--- src/rrs_pkg.sv ---
// Shared constants and types for the return, rotate, sleep and subtract unit.
// Assumes a 32-bit AXI4-Lite master and a 16-bit instruction word.
package rrs_pkg;

   // ****************************************
   // Register map (byte addresses)
   // ****************************************
   localparam logic [7:0] OFF_OPCODE = 8'h00;
   localparam logic [7:0] OFF_ACC = 8'h04;
   localparam logic [7:0] OFF_FLAGS = 8'h08;
   localparam logic [7:0] OFF_PC = 8'h0c;
   localparam logic [7:0] OFF_STACK = 8'h10;
   localparam logic [7:0] OFF_SP = 8'h14;
   localparam logic [7:0] OFF_WDT = 8'h18;
   localparam logic [7:0] OFF_FADDR = 8'h1c;
   localparam logic [7:0] OFF_FDATA = 8'h20;
   localparam logic [7:0] OFF_BUSY = 8'h24;

   // ****************************************
   // Field positions and widths
   // ****************************************
   localparam int PC_W = 15;
   localparam int STACK_DEPTH = 16;
   localparam int SP_W = 4;
   localparam int FILE_DEPTH = 128;
   localparam int FADDR_W = 7;
   localparam int DEST_BIT = 9;
   localparam int WDT_PRE_LSB = 8;

   // ****************************************
   // Opcodes
   // ****************************************
   localparam logic [7:0] OPC_RETURN_WITH_LITERAL_HI = 8'h0c;
   localparam logic [7:0] OPC_LITERAL_MINUS_ACCUMULATOR_HI = 8'h0d;
   localparam logic [14:0] OPC_RETURN_HI = 15'h0009;
   localparam logic [5:0] OPC_RLF_HI = 6'h0d;
   localparam logic [5:0] OPC_RRF_HI = 6'h0c;
   localparam logic [15:0] OPC_SLEEP = 16'h0063;

   // ****************************************
   // Reset values
   // ****************************************
   localparam logic [4:0] FLAGS_RST = 5'h18;
   localparam logic [7:0] ACC_RST = 8'h00;
   localparam logic [PC_W-1:0] PC_RST = 15'h0000;
   localparam logic [15:0] OPCODE_RST = 16'h0000;

   // ****************************************
   // AXI responses
   // ****************************************
   localparam logic [1:0] RESP_OKAY = 2'h0;
   localparam logic [1:0] RESP_SLVERR = 2'h2;
   localparam logic [1:0] RESP_DECERR = 2'h3;

   // ****************************************
   // Types
   // ****************************************
   typedef struct packed {
      logic wdt_expired_flag;
      logic power_down_flag;
      logic zero;
      logic half_carry_flag;
      logic carry;
   } rrs_flags_t;

   typedef enum logic [2:0] {
      ALU_ROT_L = 3'b001,
      ALU_ROT_R = 3'b010,
      ALU_SUB = 3'b100
   } rrs_alu_op_t;

   typedef struct packed {
      logic [7:0] value;
      logic carry;
      logic half_carry;
      logic zero;
   } rrs_alu_out_t;

   typedef enum logic [2:0] {
      ST_IDLE = 3'b001,
      ST_EXEC = 3'b010,
      ST_FLUSH = 3'b100
   } rrs_state_t;

endpackage

--- src/rrs_alu.sv ---
// Rotate-through-carry and literal-minus-accumulator datapath.
// Purely combinational; the caller registers the result.
`timescale 1ns/1ps
module rrs_alu (
   input rrs_pkg::rrs_alu_op_t op,
   input wire logic [7:0] src,
   input wire logic [7:0] lit,
   input wire logic [7:0] acc,
   input wire logic carry_in,
   output rrs_pkg::rrs_alu_out_t res
);
   logic [8:0] diff;
   logic [4:0] low_diff;

   // ****************************************
   // Datapath
   // ****************************************
   // RQ10 two's complement
   assign diff = {1'b0, lit} + {1'b0, ~acc} + 9'h001;
   assign low_diff = {1'b0, lit[3:0]} + {1'b0, ~acc[3:0]} + 5'h01;

   always_comb begin
      res = '0;
      case (op)
         // RQ3 left rotate
         rrs_pkg::ALU_ROT_L: begin
            res.value = {src[6:0], carry_in};
            res.carry = src[7];
         end
         // RQ4 right rotate
         rrs_pkg::ALU_ROT_R: begin
            res.value = {carry_in, src[7:1]};
            res.carry = src[0];
         end
         // RQ9 literal minus accumulator
         default: begin
            res.value = diff[7:0];
            res.carry = diff[8];
            res.half_carry = low_diff[4];
            res.zero = (diff[7:0] == 8'h00);
         end
      endcase
   end
endmodule // rrs_alu

--- src/rrs_exec.sv ---
// Execution unit: return-with-literal, return, rotates, sleep, literal subtract.
// Assumes an AXI4-Lite master issuing one write and one read at a time.
// Contract
// RQ1 - Return-with-literal loads accumulator from literal, PC from stack top; two cycles.
// RQ2 - Return pops the stack into PC in two cycles, flags untouched.
// RQ3 - Left rotate moves bit n to n+1, bit7 to carry, carry to bit0.
// RQ4 - Right rotate moves bit n to n-1, bit0 to carry, carry to bit7.
// RQ5 - Destination bit zero writes accumulator, one writes the file register.
// RQ6 - Rotates address files 0 to 127 and change only carry.
// RQ7 - Sleep clears watchdog counter and its prescaler.
// RQ8 - Sleep clears power-down flag, sets expired flag, nothing else.
// RQ9 - Literal subtract writes literal minus accumulator, updates carry, half carry, zero.
// RQ10 - Carry clear when accumulator exceeds literal; half carry likewise on nibbles.
// RQ11 - Both returns move stack pointer down one entry.
//
// The implementer's own choices: the AXI4-Lite interface to the registers and the register offsets.
`timescale 1ns/1ps
module rrs_exec (
   input wire logic aclk,
   input wire logic aresetn,
   input wire logic [7:0] s_axi_awaddr,
   input wire logic s_axi_awvalid,
   output logic s_axi_awready,
   input wire logic [31:0] s_axi_wdata,
   input wire logic [3:0] s_axi_wstrb,
   input wire logic s_axi_wvalid,
   output logic s_axi_wready,
   output logic [1:0] s_axi_bresp,
   output logic s_axi_bvalid,
   input wire logic s_axi_bready,
   input wire logic [7:0] s_axi_araddr,
   input wire logic s_axi_arvalid,
   output logic s_axi_arready,
   output logic [31:0] s_axi_rdata,
   output logic [1:0] s_axi_rresp,
   output logic s_axi_rvalid,
   input wire logic s_axi_rready
);
   // ****************************************
   // Declarations
   // ****************************************
   rrs_pkg::rrs_state_t state_q, state_d;
   rrs_pkg::rrs_flags_t flags_q;
   rrs_pkg::rrs_alu_out_t alu_res;
   rrs_pkg::rrs_alu_op_t alu_op;
   logic [15:0] opcode_q;
   logic [7:0] accumulator_q;
   logic [rrs_pkg::PC_W-1:0] program_counter_q;
   logic [rrs_pkg::PC_W-1:0] stack_mem [rrs_pkg::STACK_DEPTH];
   logic [rrs_pkg::SP_W-1:0] sp_q;
   logic [7:0] file_mem [rrs_pkg::FILE_DEPTH];
   logic [rrs_pkg::FADDR_W-1:0] faddr_q;
   logic [7:0] watchdog_counter_q, wdt_prescaler_q;
   logic aw_have_q, w_have_q, bvalid_q, rvalid_q;
   logic [7:0] awaddr_q;
   logic [31:0] wdata_q, rdata_q;
   logic [3:0] wstrb_q;
   logic [1:0] bresp_q, rresp_q;
   logic [31:0] rd_word;
   logic rd_hit;

   // ****************************************
   // Helpers
   // ****************************************
   function automatic logic [31:0] merge(input logic [31:0] old, input logic [31:0] nw,
                                         input logic [3:0] strb);
      logic [31:0] r;
      r = old;
      for (int i = 0; i < 4; i++) begin
         if (strb[i]) begin
            r[i*8 +: 8] = nw[i*8 +: 8];
         end
      end
      return r;
   endfunction

   function automatic logic is_addr(input logic [7:0] a, input logic [7:0] off);
      return a[7:2] == off[7:2];
   endfunction

   // ****************************************
   // Decode
   // ****************************************
   wire busy = (state_q != rrs_pkg::ST_IDLE);
   wire exec = (state_q == rrs_pkg::ST_EXEC);
   wire [7:0] lit = opcode_q[7:0];
   wire dest_file = opcode_q[rrs_pkg::DEST_BIT];
   wire [rrs_pkg::FADDR_W-1:0] fsel = opcode_q[rrs_pkg::FADDR_W-1:0];
   wire is_return_with_literal = (opcode_q[15:8] == rrs_pkg::OPC_RETURN_WITH_LITERAL_HI);
   wire is_literal_minus_accumulator = (opcode_q[15:8] == rrs_pkg::OPC_LITERAL_MINUS_ACCUMULATOR_HI);
   wire is_return = (opcode_q[15:1] == rrs_pkg::OPC_RETURN_HI);
   wire is_rlf = (opcode_q[15:10] == rrs_pkg::OPC_RLF_HI);
   wire is_rrf = (opcode_q[15:10] == rrs_pkg::OPC_RRF_HI);
   wire is_sleep = (opcode_q == rrs_pkg::OPC_SLEEP);
   wire is_rot = is_rlf | is_rrf;
   wire is_ret = is_return_with_literal | is_return;
   wire [rrs_pkg::SP_W-1:0] sp_top = sp_q - 4'h1;
   wire [rrs_pkg::PC_W-1:0] top_of_stack = stack_mem[sp_top];

   assign alu_op = is_rlf ? rrs_pkg::ALU_ROT_L : (is_rrf ? rrs_pkg::ALU_ROT_R : rrs_pkg::ALU_SUB);

   rrs_alu u_alu (
      .op(alu_op),
      .src(file_mem[fsel]),
      .lit(lit),
      .acc(accumulator_q),
      .carry_in(flags_q.carry),
      .res(alu_res)
   );

   // ****************************************
   // AXI4-Lite write channel
   // ****************************************
   wire aw_take = s_axi_awvalid & s_axi_awready;
   wire w_take = s_axi_wvalid & s_axi_wready;
   wire commit = aw_have_q & w_have_q & ~bvalid_q;
   wire wr_ok = commit & ~busy;
   wire [31:0] wmerged_acc = merge({24'h0, accumulator_q}, wdata_q, wstrb_q);
   wire wr_opc = wr_ok & is_addr(awaddr_q, rrs_pkg::OFF_OPCODE);
   wire wr_acc = wr_ok & is_addr(awaddr_q, rrs_pkg::OFF_ACC);
   wire wr_flg = wr_ok & is_addr(awaddr_q, rrs_pkg::OFF_FLAGS);
   wire wr_pc = wr_ok & is_addr(awaddr_q, rrs_pkg::OFF_PC);
   wire wr_stk = wr_ok & is_addr(awaddr_q, rrs_pkg::OFF_STACK);
   wire wr_sp = wr_ok & is_addr(awaddr_q, rrs_pkg::OFF_SP);
   wire wr_wdt = wr_ok & is_addr(awaddr_q, rrs_pkg::OFF_WDT);
   wire wr_fad = wr_ok & is_addr(awaddr_q, rrs_pkg::OFF_FADDR);
   wire wr_fdt = wr_ok & is_addr(awaddr_q, rrs_pkg::OFF_FDATA);
   wire wr_map = is_addr(awaddr_q, rrs_pkg::OFF_OPCODE) | is_addr(awaddr_q, rrs_pkg::OFF_ACC)
      | is_addr(awaddr_q, rrs_pkg::OFF_FLAGS) | is_addr(awaddr_q, rrs_pkg::OFF_PC)
      | is_addr(awaddr_q, rrs_pkg::OFF_STACK) | is_addr(awaddr_q, rrs_pkg::OFF_SP)
      | is_addr(awaddr_q, rrs_pkg::OFF_WDT) | is_addr(awaddr_q, rrs_pkg::OFF_FADDR)
      | is_addr(awaddr_q, rrs_pkg::OFF_FDATA) | is_addr(awaddr_q, rrs_pkg::OFF_BUSY);
   wire [31:0] wval = merge(32'h0, wdata_q, wstrb_q);

   assign s_axi_awready = ~aw_have_q;
   assign s_axi_wready = ~w_have_q;
   assign s_axi_bvalid = bvalid_q;
   assign s_axi_bresp = bresp_q;

   always_ff @(posedge aclk) begin
      if (!aresetn) begin
         aw_have_q <= 1'b0;
         w_have_q <= 1'b0;
         bvalid_q <= 1'b0;
         bresp_q <= rrs_pkg::RESP_OKAY;
         awaddr_q <= 8'h00;
         wdata_q <= 32'h0;
         wstrb_q <= 4'h0;
      end else begin
         if (aw_take) begin
            aw_have_q <= 1'b1;
            awaddr_q <= s_axi_awaddr;
         end
         if (w_take) begin
            w_have_q <= 1'b1;
            wdata_q <= s_axi_wdata;
            wstrb_q <= s_axi_wstrb;
         end
         if (commit) begin
            aw_have_q <= 1'b0;
            w_have_q <= 1'b0;
            bvalid_q <= 1'b1;
            bresp_q <= !wr_map ? rrs_pkg::RESP_DECERR :
                       (busy ? rrs_pkg::RESP_SLVERR : rrs_pkg::RESP_OKAY);
         end else if (s_axi_bready) begin
            bvalid_q <= 1'b0;
         end
      end
   end

   // ****************************************
   // AXI4-Lite read channel
   // ****************************************
   always_comb begin
      rd_word = 32'h0;
      rd_hit = 1'b1;
      if (is_addr(s_axi_araddr, rrs_pkg::OFF_OPCODE)) begin
         rd_word = {16'h0, opcode_q};
      end else if (is_addr(s_axi_araddr, rrs_pkg::OFF_ACC)) begin
         rd_word = {24'h0, accumulator_q};
      end else if (is_addr(s_axi_araddr, rrs_pkg::OFF_FLAGS)) begin
         rd_word = {27'h0, flags_q};
      end else if (is_addr(s_axi_araddr, rrs_pkg::OFF_PC)) begin
         rd_word = {17'h0, program_counter_q};
      end else if (is_addr(s_axi_araddr, rrs_pkg::OFF_STACK)) begin
         rd_word = {17'h0, top_of_stack};
      end else if (is_addr(s_axi_araddr, rrs_pkg::OFF_SP)) begin
         rd_word = {28'h0, sp_q};
      end else if (is_addr(s_axi_araddr, rrs_pkg::OFF_WDT)) begin
         rd_word = {16'h0, wdt_prescaler_q, watchdog_counter_q};
      end else if (is_addr(s_axi_araddr, rrs_pkg::OFF_FADDR)) begin
         rd_word = {25'h0, faddr_q};
      end else if (is_addr(s_axi_araddr, rrs_pkg::OFF_FDATA)) begin
         rd_word = {24'h0, file_mem[faddr_q]};
      end else if (is_addr(s_axi_araddr, rrs_pkg::OFF_BUSY)) begin
         rd_word = {31'h0, busy};
      end else begin
         rd_hit = 1'b0;
      end
   end

   assign s_axi_arready = ~rvalid_q;
   assign s_axi_rvalid = rvalid_q;
   assign s_axi_rdata = rdata_q;
   assign s_axi_rresp = rresp_q;

   always_ff @(posedge aclk) begin
      if (!aresetn) begin
         rvalid_q <= 1'b0;
         rdata_q <= 32'h0;
         rresp_q <= rrs_pkg::RESP_OKAY;
      end else if (s_axi_arvalid & s_axi_arready) begin
         rvalid_q <= 1'b1;
         rdata_q <= rd_word;
         rresp_q <= rd_hit ? rrs_pkg::RESP_OKAY : rrs_pkg::RESP_DECERR;
      end else if (s_axi_rready) begin
         rvalid_q <= 1'b0;
      end
   end

   // ****************************************
   // Sequencer
   // ****************************************
   always_comb begin
      state_d = state_q;
      case (state_q)
         rrs_pkg::ST_IDLE: if (wr_opc) state_d = rrs_pkg::ST_EXEC;
         // RQ1 second cycle
         rrs_pkg::ST_EXEC: state_d = is_ret ? rrs_pkg::ST_FLUSH : rrs_pkg::ST_IDLE;
         default: state_d = rrs_pkg::ST_IDLE;
      endcase
   end

   always_ff @(posedge aclk) begin
      if (!aresetn) state_q <= rrs_pkg::ST_IDLE;
      else state_q <= state_d;
   end

   always_ff @(posedge aclk) begin
      if (!aresetn) opcode_q <= rrs_pkg::OPCODE_RST;
      else if (wr_opc) opcode_q <= wval[15:0];
   end

   // ****************************************
   // Architectural state
   // ****************************************
   // RQ1 literal to accumulator; RQ5 and RQ9 routing
   always_ff @(posedge aclk) begin
      if (!aresetn) accumulator_q <= rrs_pkg::ACC_RST;
      else if (exec & is_return_with_literal) accumulator_q <= lit;
      else if (exec & (is_literal_minus_accumulator | (is_rot & ~dest_file))) accumulator_q <= alu_res.value;
      else if (wr_acc) accumulator_q <= wmerged_acc[7:0];
   end

   // RQ5 file destination
   always_ff @(posedge aclk) begin
      if (exec & is_rot & dest_file) file_mem[fsel] <= alu_res.value;
      else if (wr_fdt) file_mem[faddr_q] <= wval[7:0];
   end

   // RQ1 RQ2 stack top to counter
   always_ff @(posedge aclk) begin
      if (!aresetn) program_counter_q <= rrs_pkg::PC_RST;
      else if (exec & is_ret) program_counter_q <= top_of_stack;
      else if (exec) program_counter_q <= program_counter_q + 15'h0001;
      else if (wr_pc) program_counter_q <= wval[rrs_pkg::PC_W-1:0];
   end

   // RQ11 pointer moves down
   always_ff @(posedge aclk) begin
      if (!aresetn) sp_q <= '0;
      else if (exec & is_ret) sp_q <= sp_top;
      else if (wr_stk) sp_q <= sp_q + 4'h1;
      else if (wr_sp) sp_q <= wval[rrs_pkg::SP_W-1:0];
   end

   // Overflow wraps; guarding depth is left to the surrounding core
   always_ff @(posedge aclk) begin
      if (wr_stk) stack_mem[sp_q] <= wval[rrs_pkg::PC_W-1:0];
   end

   always_ff @(posedge aclk) begin
      if (!aresetn) faddr_q <= '0;
      else if (wr_fad) faddr_q <= wval[rrs_pkg::FADDR_W-1:0];
   end

   // RQ7 sleep clears watchdog
   always_ff @(posedge aclk) begin
      if (!aresetn) begin
         watchdog_counter_q <= 8'h00;
         wdt_prescaler_q <= 8'h00;
      end else if (exec & is_sleep) begin
         watchdog_counter_q <= 8'h00;
         wdt_prescaler_q <= 8'h00;
      end else if (wr_wdt) begin
         watchdog_counter_q <= wval[7:0];
         wdt_prescaler_q <= wval[rrs_pkg::WDT_PRE_LSB +: 8];
      end
   end

   // RQ6 RQ8 RQ9 flag updates
   always_ff @(posedge aclk) begin
      if (!aresetn) flags_q <= rrs_pkg::FLAGS_RST;
      else if (exec & is_rot) flags_q.carry <= alu_res.carry;
      else if (exec & is_literal_minus_accumulator) begin
         flags_q.carry <= alu_res.carry;
         flags_q.half_carry_flag <= alu_res.half_carry;
         flags_q.zero <= alu_res.zero;
      end else if (exec & is_sleep) begin
         flags_q.power_down_flag <= 1'b0;
         flags_q.wdt_expired_flag <= 1'b1;
      end else if (wr_flg) flags_q <= wval[4:0];
   end
endmodule // rrs_exec

--- config.mk ---
export PLATFORM = sky130hd
export DESIGN_NAME = rrs_exec
export DESIGN_NICKNAME = d
export VERILOG_FILES = /design/src/rrs_pkg.sv /design/src/rrs_alu.sv /design/src/rrs_exec.sv
export SDC_FILE = /design/constraint.sdc
export NUM_CORES = 2
export LEC_CHECK = 0
export ABC_CLOCK_PERIOD_IN_PS = 7250
export BUFFER_PORTS_ARGS = -buffer_cell sky130_fd_sc_hd__buf_2
export CAP_MARGIN = 30
export CORE_MARGIN = 8
export CORE_UTILIZATION = 47
export DETAILED_ROUTE_END_ITERATION = 8
export HOLD_SLACK_MARGIN = 0.12
export PLACE_DENSITY_LB_ADDON = 0.25
export SETUP_SLACK_MARGIN = 0.4
export SLEW_MARGIN = 20
export SYNTH_ARGS = -nofsm -noshare
export SYNTH_HDL_FRONTEND = slang
export SYNTH_SLANG_ARGS = --single-unit
--- constraint.sdc ---
create_clock -name aclk -period 7.25 [get_ports aclk]
set_input_delay 1.45 -clock aclk [delete_from_list [all_inputs] [get_ports aclk]]
set_output_delay 1.45 -clock aclk [all_outputs]
set_load 0.005 [all_outputs]
==> impl_metrics.json <==
{
  "cp.required_ns": 7.72,
  "synth_simple_gate_area_frac": 0.0551,
  "skew_ns": 0.0376,
  "reg2reg_depth": 10,
  "cts_tree": "yes",
  "cap_violations": 0,
  "clk_latency_ns": 0.83,
  "ys_seq_elements": 1399,
  "cts-root-buf": "clkbuf_16",
  "cp-start-kind": "flip-flop",
  "vias_per_cell": 6.83,
  "synthTopCellsByArea": "edfxtp_1, mux4_2, dfxtp_1, mux2i_1, nor2_1",
  "tns_ns": 0,
  "yosys_warnings": 0,
  "cts_buffers": 149,
  "final_nets": 4063,
  "hp-class": "flip-flop to flip-flop",
  "netlist_instances": 3859,
  "grt-ovfl-total": 0,
  "hold_viol_final": 0,
  "io_pins": 100,
  "port_buffers": 61,
  "crit_path_end_kind": "flip-flop",
  "ys_seq_area_frac": 0.629,
  "synth.top_cell.area_share": 0.587,
  "totalPowerFinal_w": 0.0165,
  "relSlewSlack": 0.249,
  "post_cts_buffers": 0,
  "row_count": 136,
  "dr.pass1.iters": 6,
  "grt_max_degree": 129,
  "syn_area_per_cell_um2": 16.7,
  "ctsResizeCount": 0,
  "min_period_ns": 5.66,
  "synth_area_um2": 64600,
  "htreeDepth": 4,
  "ant_nets": 0,
  "fp.dieW_um": 387,
  "path_class": "flip-flop to flip-flop",
  "clock_sinks": 1399,
  "worst_slew_pin_slew_ns": 1.12,
  "synth_edf_count": 1264,
  "pwr_density_cell_nw_per_um2": 228,
  "synth.area.mux_share": 0.224,
  "wire_per_inst_um": 34.3,
  "hold_buffers": 0,
  "most-common-layout-cells": "edfxtp_1, mux4_2, nor2_1",
  "ys.flop_type": "edfxtp_1",
  "die_h_um": 387,
  "grt_setup_unrepaired": "no",
  "dp_hpwl_um": 133000,
  "vias": 40300,
  "fin_crit_sh": 0.781,
  "p_leak_nw": 22.2,
  "synth-async-reset-ratio": 0,
  "area_delta_synth_final_pct": 12.1,
  "final_cell_area_um2": 72400,
  "die_area_um2": 150000,
  "place.gp.congestion": 0.955,
  "antenna_found_initial": 4,
  "worst_ir_drop_vdd_mv": 0.227,
  "initial_core_util": 0.472,
  "hold_start": "wdata_q[13]$_SDFFE_PN0P_",
  "reg2reg_to": "file_mem[106][5]$_DFFE_PP_",
  "drtIter0Drc": 5607,
  "path_max_fanout": 80,
  "placed_area_um2": 67300,
  "synth-compound-area-share": 0.0611,
  "cp_data_arrival_time_ns": 6.14,
  "grt_pass1_vias": 39300,
  "drive_gt1_frac": 0.271,
  "critPathCapture": "file_mem[106][5]$_DFFE_PP_",
  "status": "finished clean",
  "rrSetupSlack_ns": 1.59,
  "track_usage": 0.265,
  "drv_slew": 0,
  "yosysUniqueCellTypes": 86,
  "drcViolationCount": 0,
  "synthXorXnorAreaFrac": 0.00122,
  "grt_pass1_wl_um": 289000,
  "fmax_mhz": 177,
  "synth_top_family_by_area": "multiplexers",
  "routed_wl_um": 202000,
  "yosysTopAreaCell": "edfxtp_1",
  "synth-adder-area-share": 0.00302,
  "final_common_cell": "edfxtp_1",
  "coreArea_um2": 137000,
  "finalSetupViolCount": 0,
  "path_clk_slew_ns": 0.07,
  "clockBufferDepth": 3,
  "fillers": 10900
}
[synth_stat cells (46+ instances only)]
cell type / number
a21oi_1: 143
a22oi_1: 64
buf_2: 72
buf_4: 53
clkbuf_1: 107
dfxtp_1: 135
edfxtp_1: 1264
mux2i_1: 147
mux4_2: 569
nand2_1: 216
nand3_1: 46
nor2_1: 312
nor3_1: 48
o21ai_0: 107
o22ai_1: 60
[critical path, stage by stage, from the launching register on]
cell and delay (ns):
dfxtp_4 0.86, and2_1 0.78, nand2_1 0.44, o21ai_0 0.26, a211oi_1 0.09, o21ai_0 0.62
and3b_1 0.42, o22ai_1 0.20, o22ai_4 0.16, buf_4 0.48, buf_4 0.78
[how the worst min path moves through the flow]
stage | endpoint | slack (ns) | cells after the start
5_1_grt | wdata_q[10]$_SDFFE_PN0P_ | 0.48 | 2
3_5_place_dp | wdata_q[13]$_SDFFE_PN0P_ | 0.44 | 2
4_1_cts | wdata_q[13]$_SDFFE_PN0P_ | 0.45 | 2
3_3_place_gp | wdata_q[13]$_SDFFE_PN0P_ | 0.44 | 2
6_report | wdata_q[13]$_SDFFE_PN0P_ | 0.45 | 2
2_1_floorplan | wdata_q[11]$_SDFFE_PN0P_ | 0.43 | 2
[report_power, final]
part           internal (W)  total, W  switching, W
clock               0.00426   0.00760       0.00334
sequential          0.00870   0.00872     0.0000191
combinational     0.0000592  0.000192      0.000133
total                0.0130    0.0165       0.00350
[per-stage QoR]
step	cells	setup slack, ns	hold slack (ns)	utilization
after floorplan	3874	0.759	0.432	-
after global placement	5560	1.94	0.442	0.488
after detailed placement	5604	1.87	0.444	0.492
after CTS	5871	1.87	0.452	0.527
after global routing	5899	1.71	0.477	0.529
final	5903	1.59	0.451	0.529
[routing by layer]
metal | wire (µm) | global-route usage | vias up
met5 | 13 | 0 | -
met4 | 10600 | 0.121 | 2
met3 | 24300 | 0.0796 | 539
met2 | 91200 | 0.397 | 2646
met1 | 76200 | 0.357 | 21000
li1 | - | - | 16200
[kinds of logic (layout without fill, tap and decap cells)]
kind of cell / Yosys count / in the layout
flops: 1399 / 1399
simple gates: 781 / 781
mux: 733 / 733
compound gates: 596 / 596
buf+inv: 325 / 556
fa+ha+maj: 15 / 15
xor+xnor: 9 / 9
other cells: 1 / 20
[flip-flops by register name, summed over array words and instances, names as in the netlist, 3 cells and up, named ones only]
| name | flops |
|---|---|
| file_mem | 1024 |
| stack_mem | 240 |
| opcode_q | 16 |
| s_axi_rdata | 16 |
| wdata_q | 16 |
| program_counter_q | 15 |
| accumulator_q | 8 |
| watchdog_counter_q | 8 |
| wdt_prescaler_q | 8 |
| faddr_q | 7 |
| awaddr_q | 6 |
| flags_q | 5 |
| sp_q | 4 |
| state_q | 3 |
[area by class of cell]
class                           count  area [µm²]  share of cell area
Antenna cell                        4        10.0            0.000138
Timing Repair Buffer              250        1960              0.0271
Tap cell                         1794        2240              0.0310
Inverter                           39         146             0.00202
Multi-Input combinational cell   2150       22500               0.311
Sequential cell                  1399       40700               0.562
Clock inverter                     82         890              0.0123
Clock buffer                      185        3960              0.0547
No activity file was read; power rests on OpenSTA's default activity.
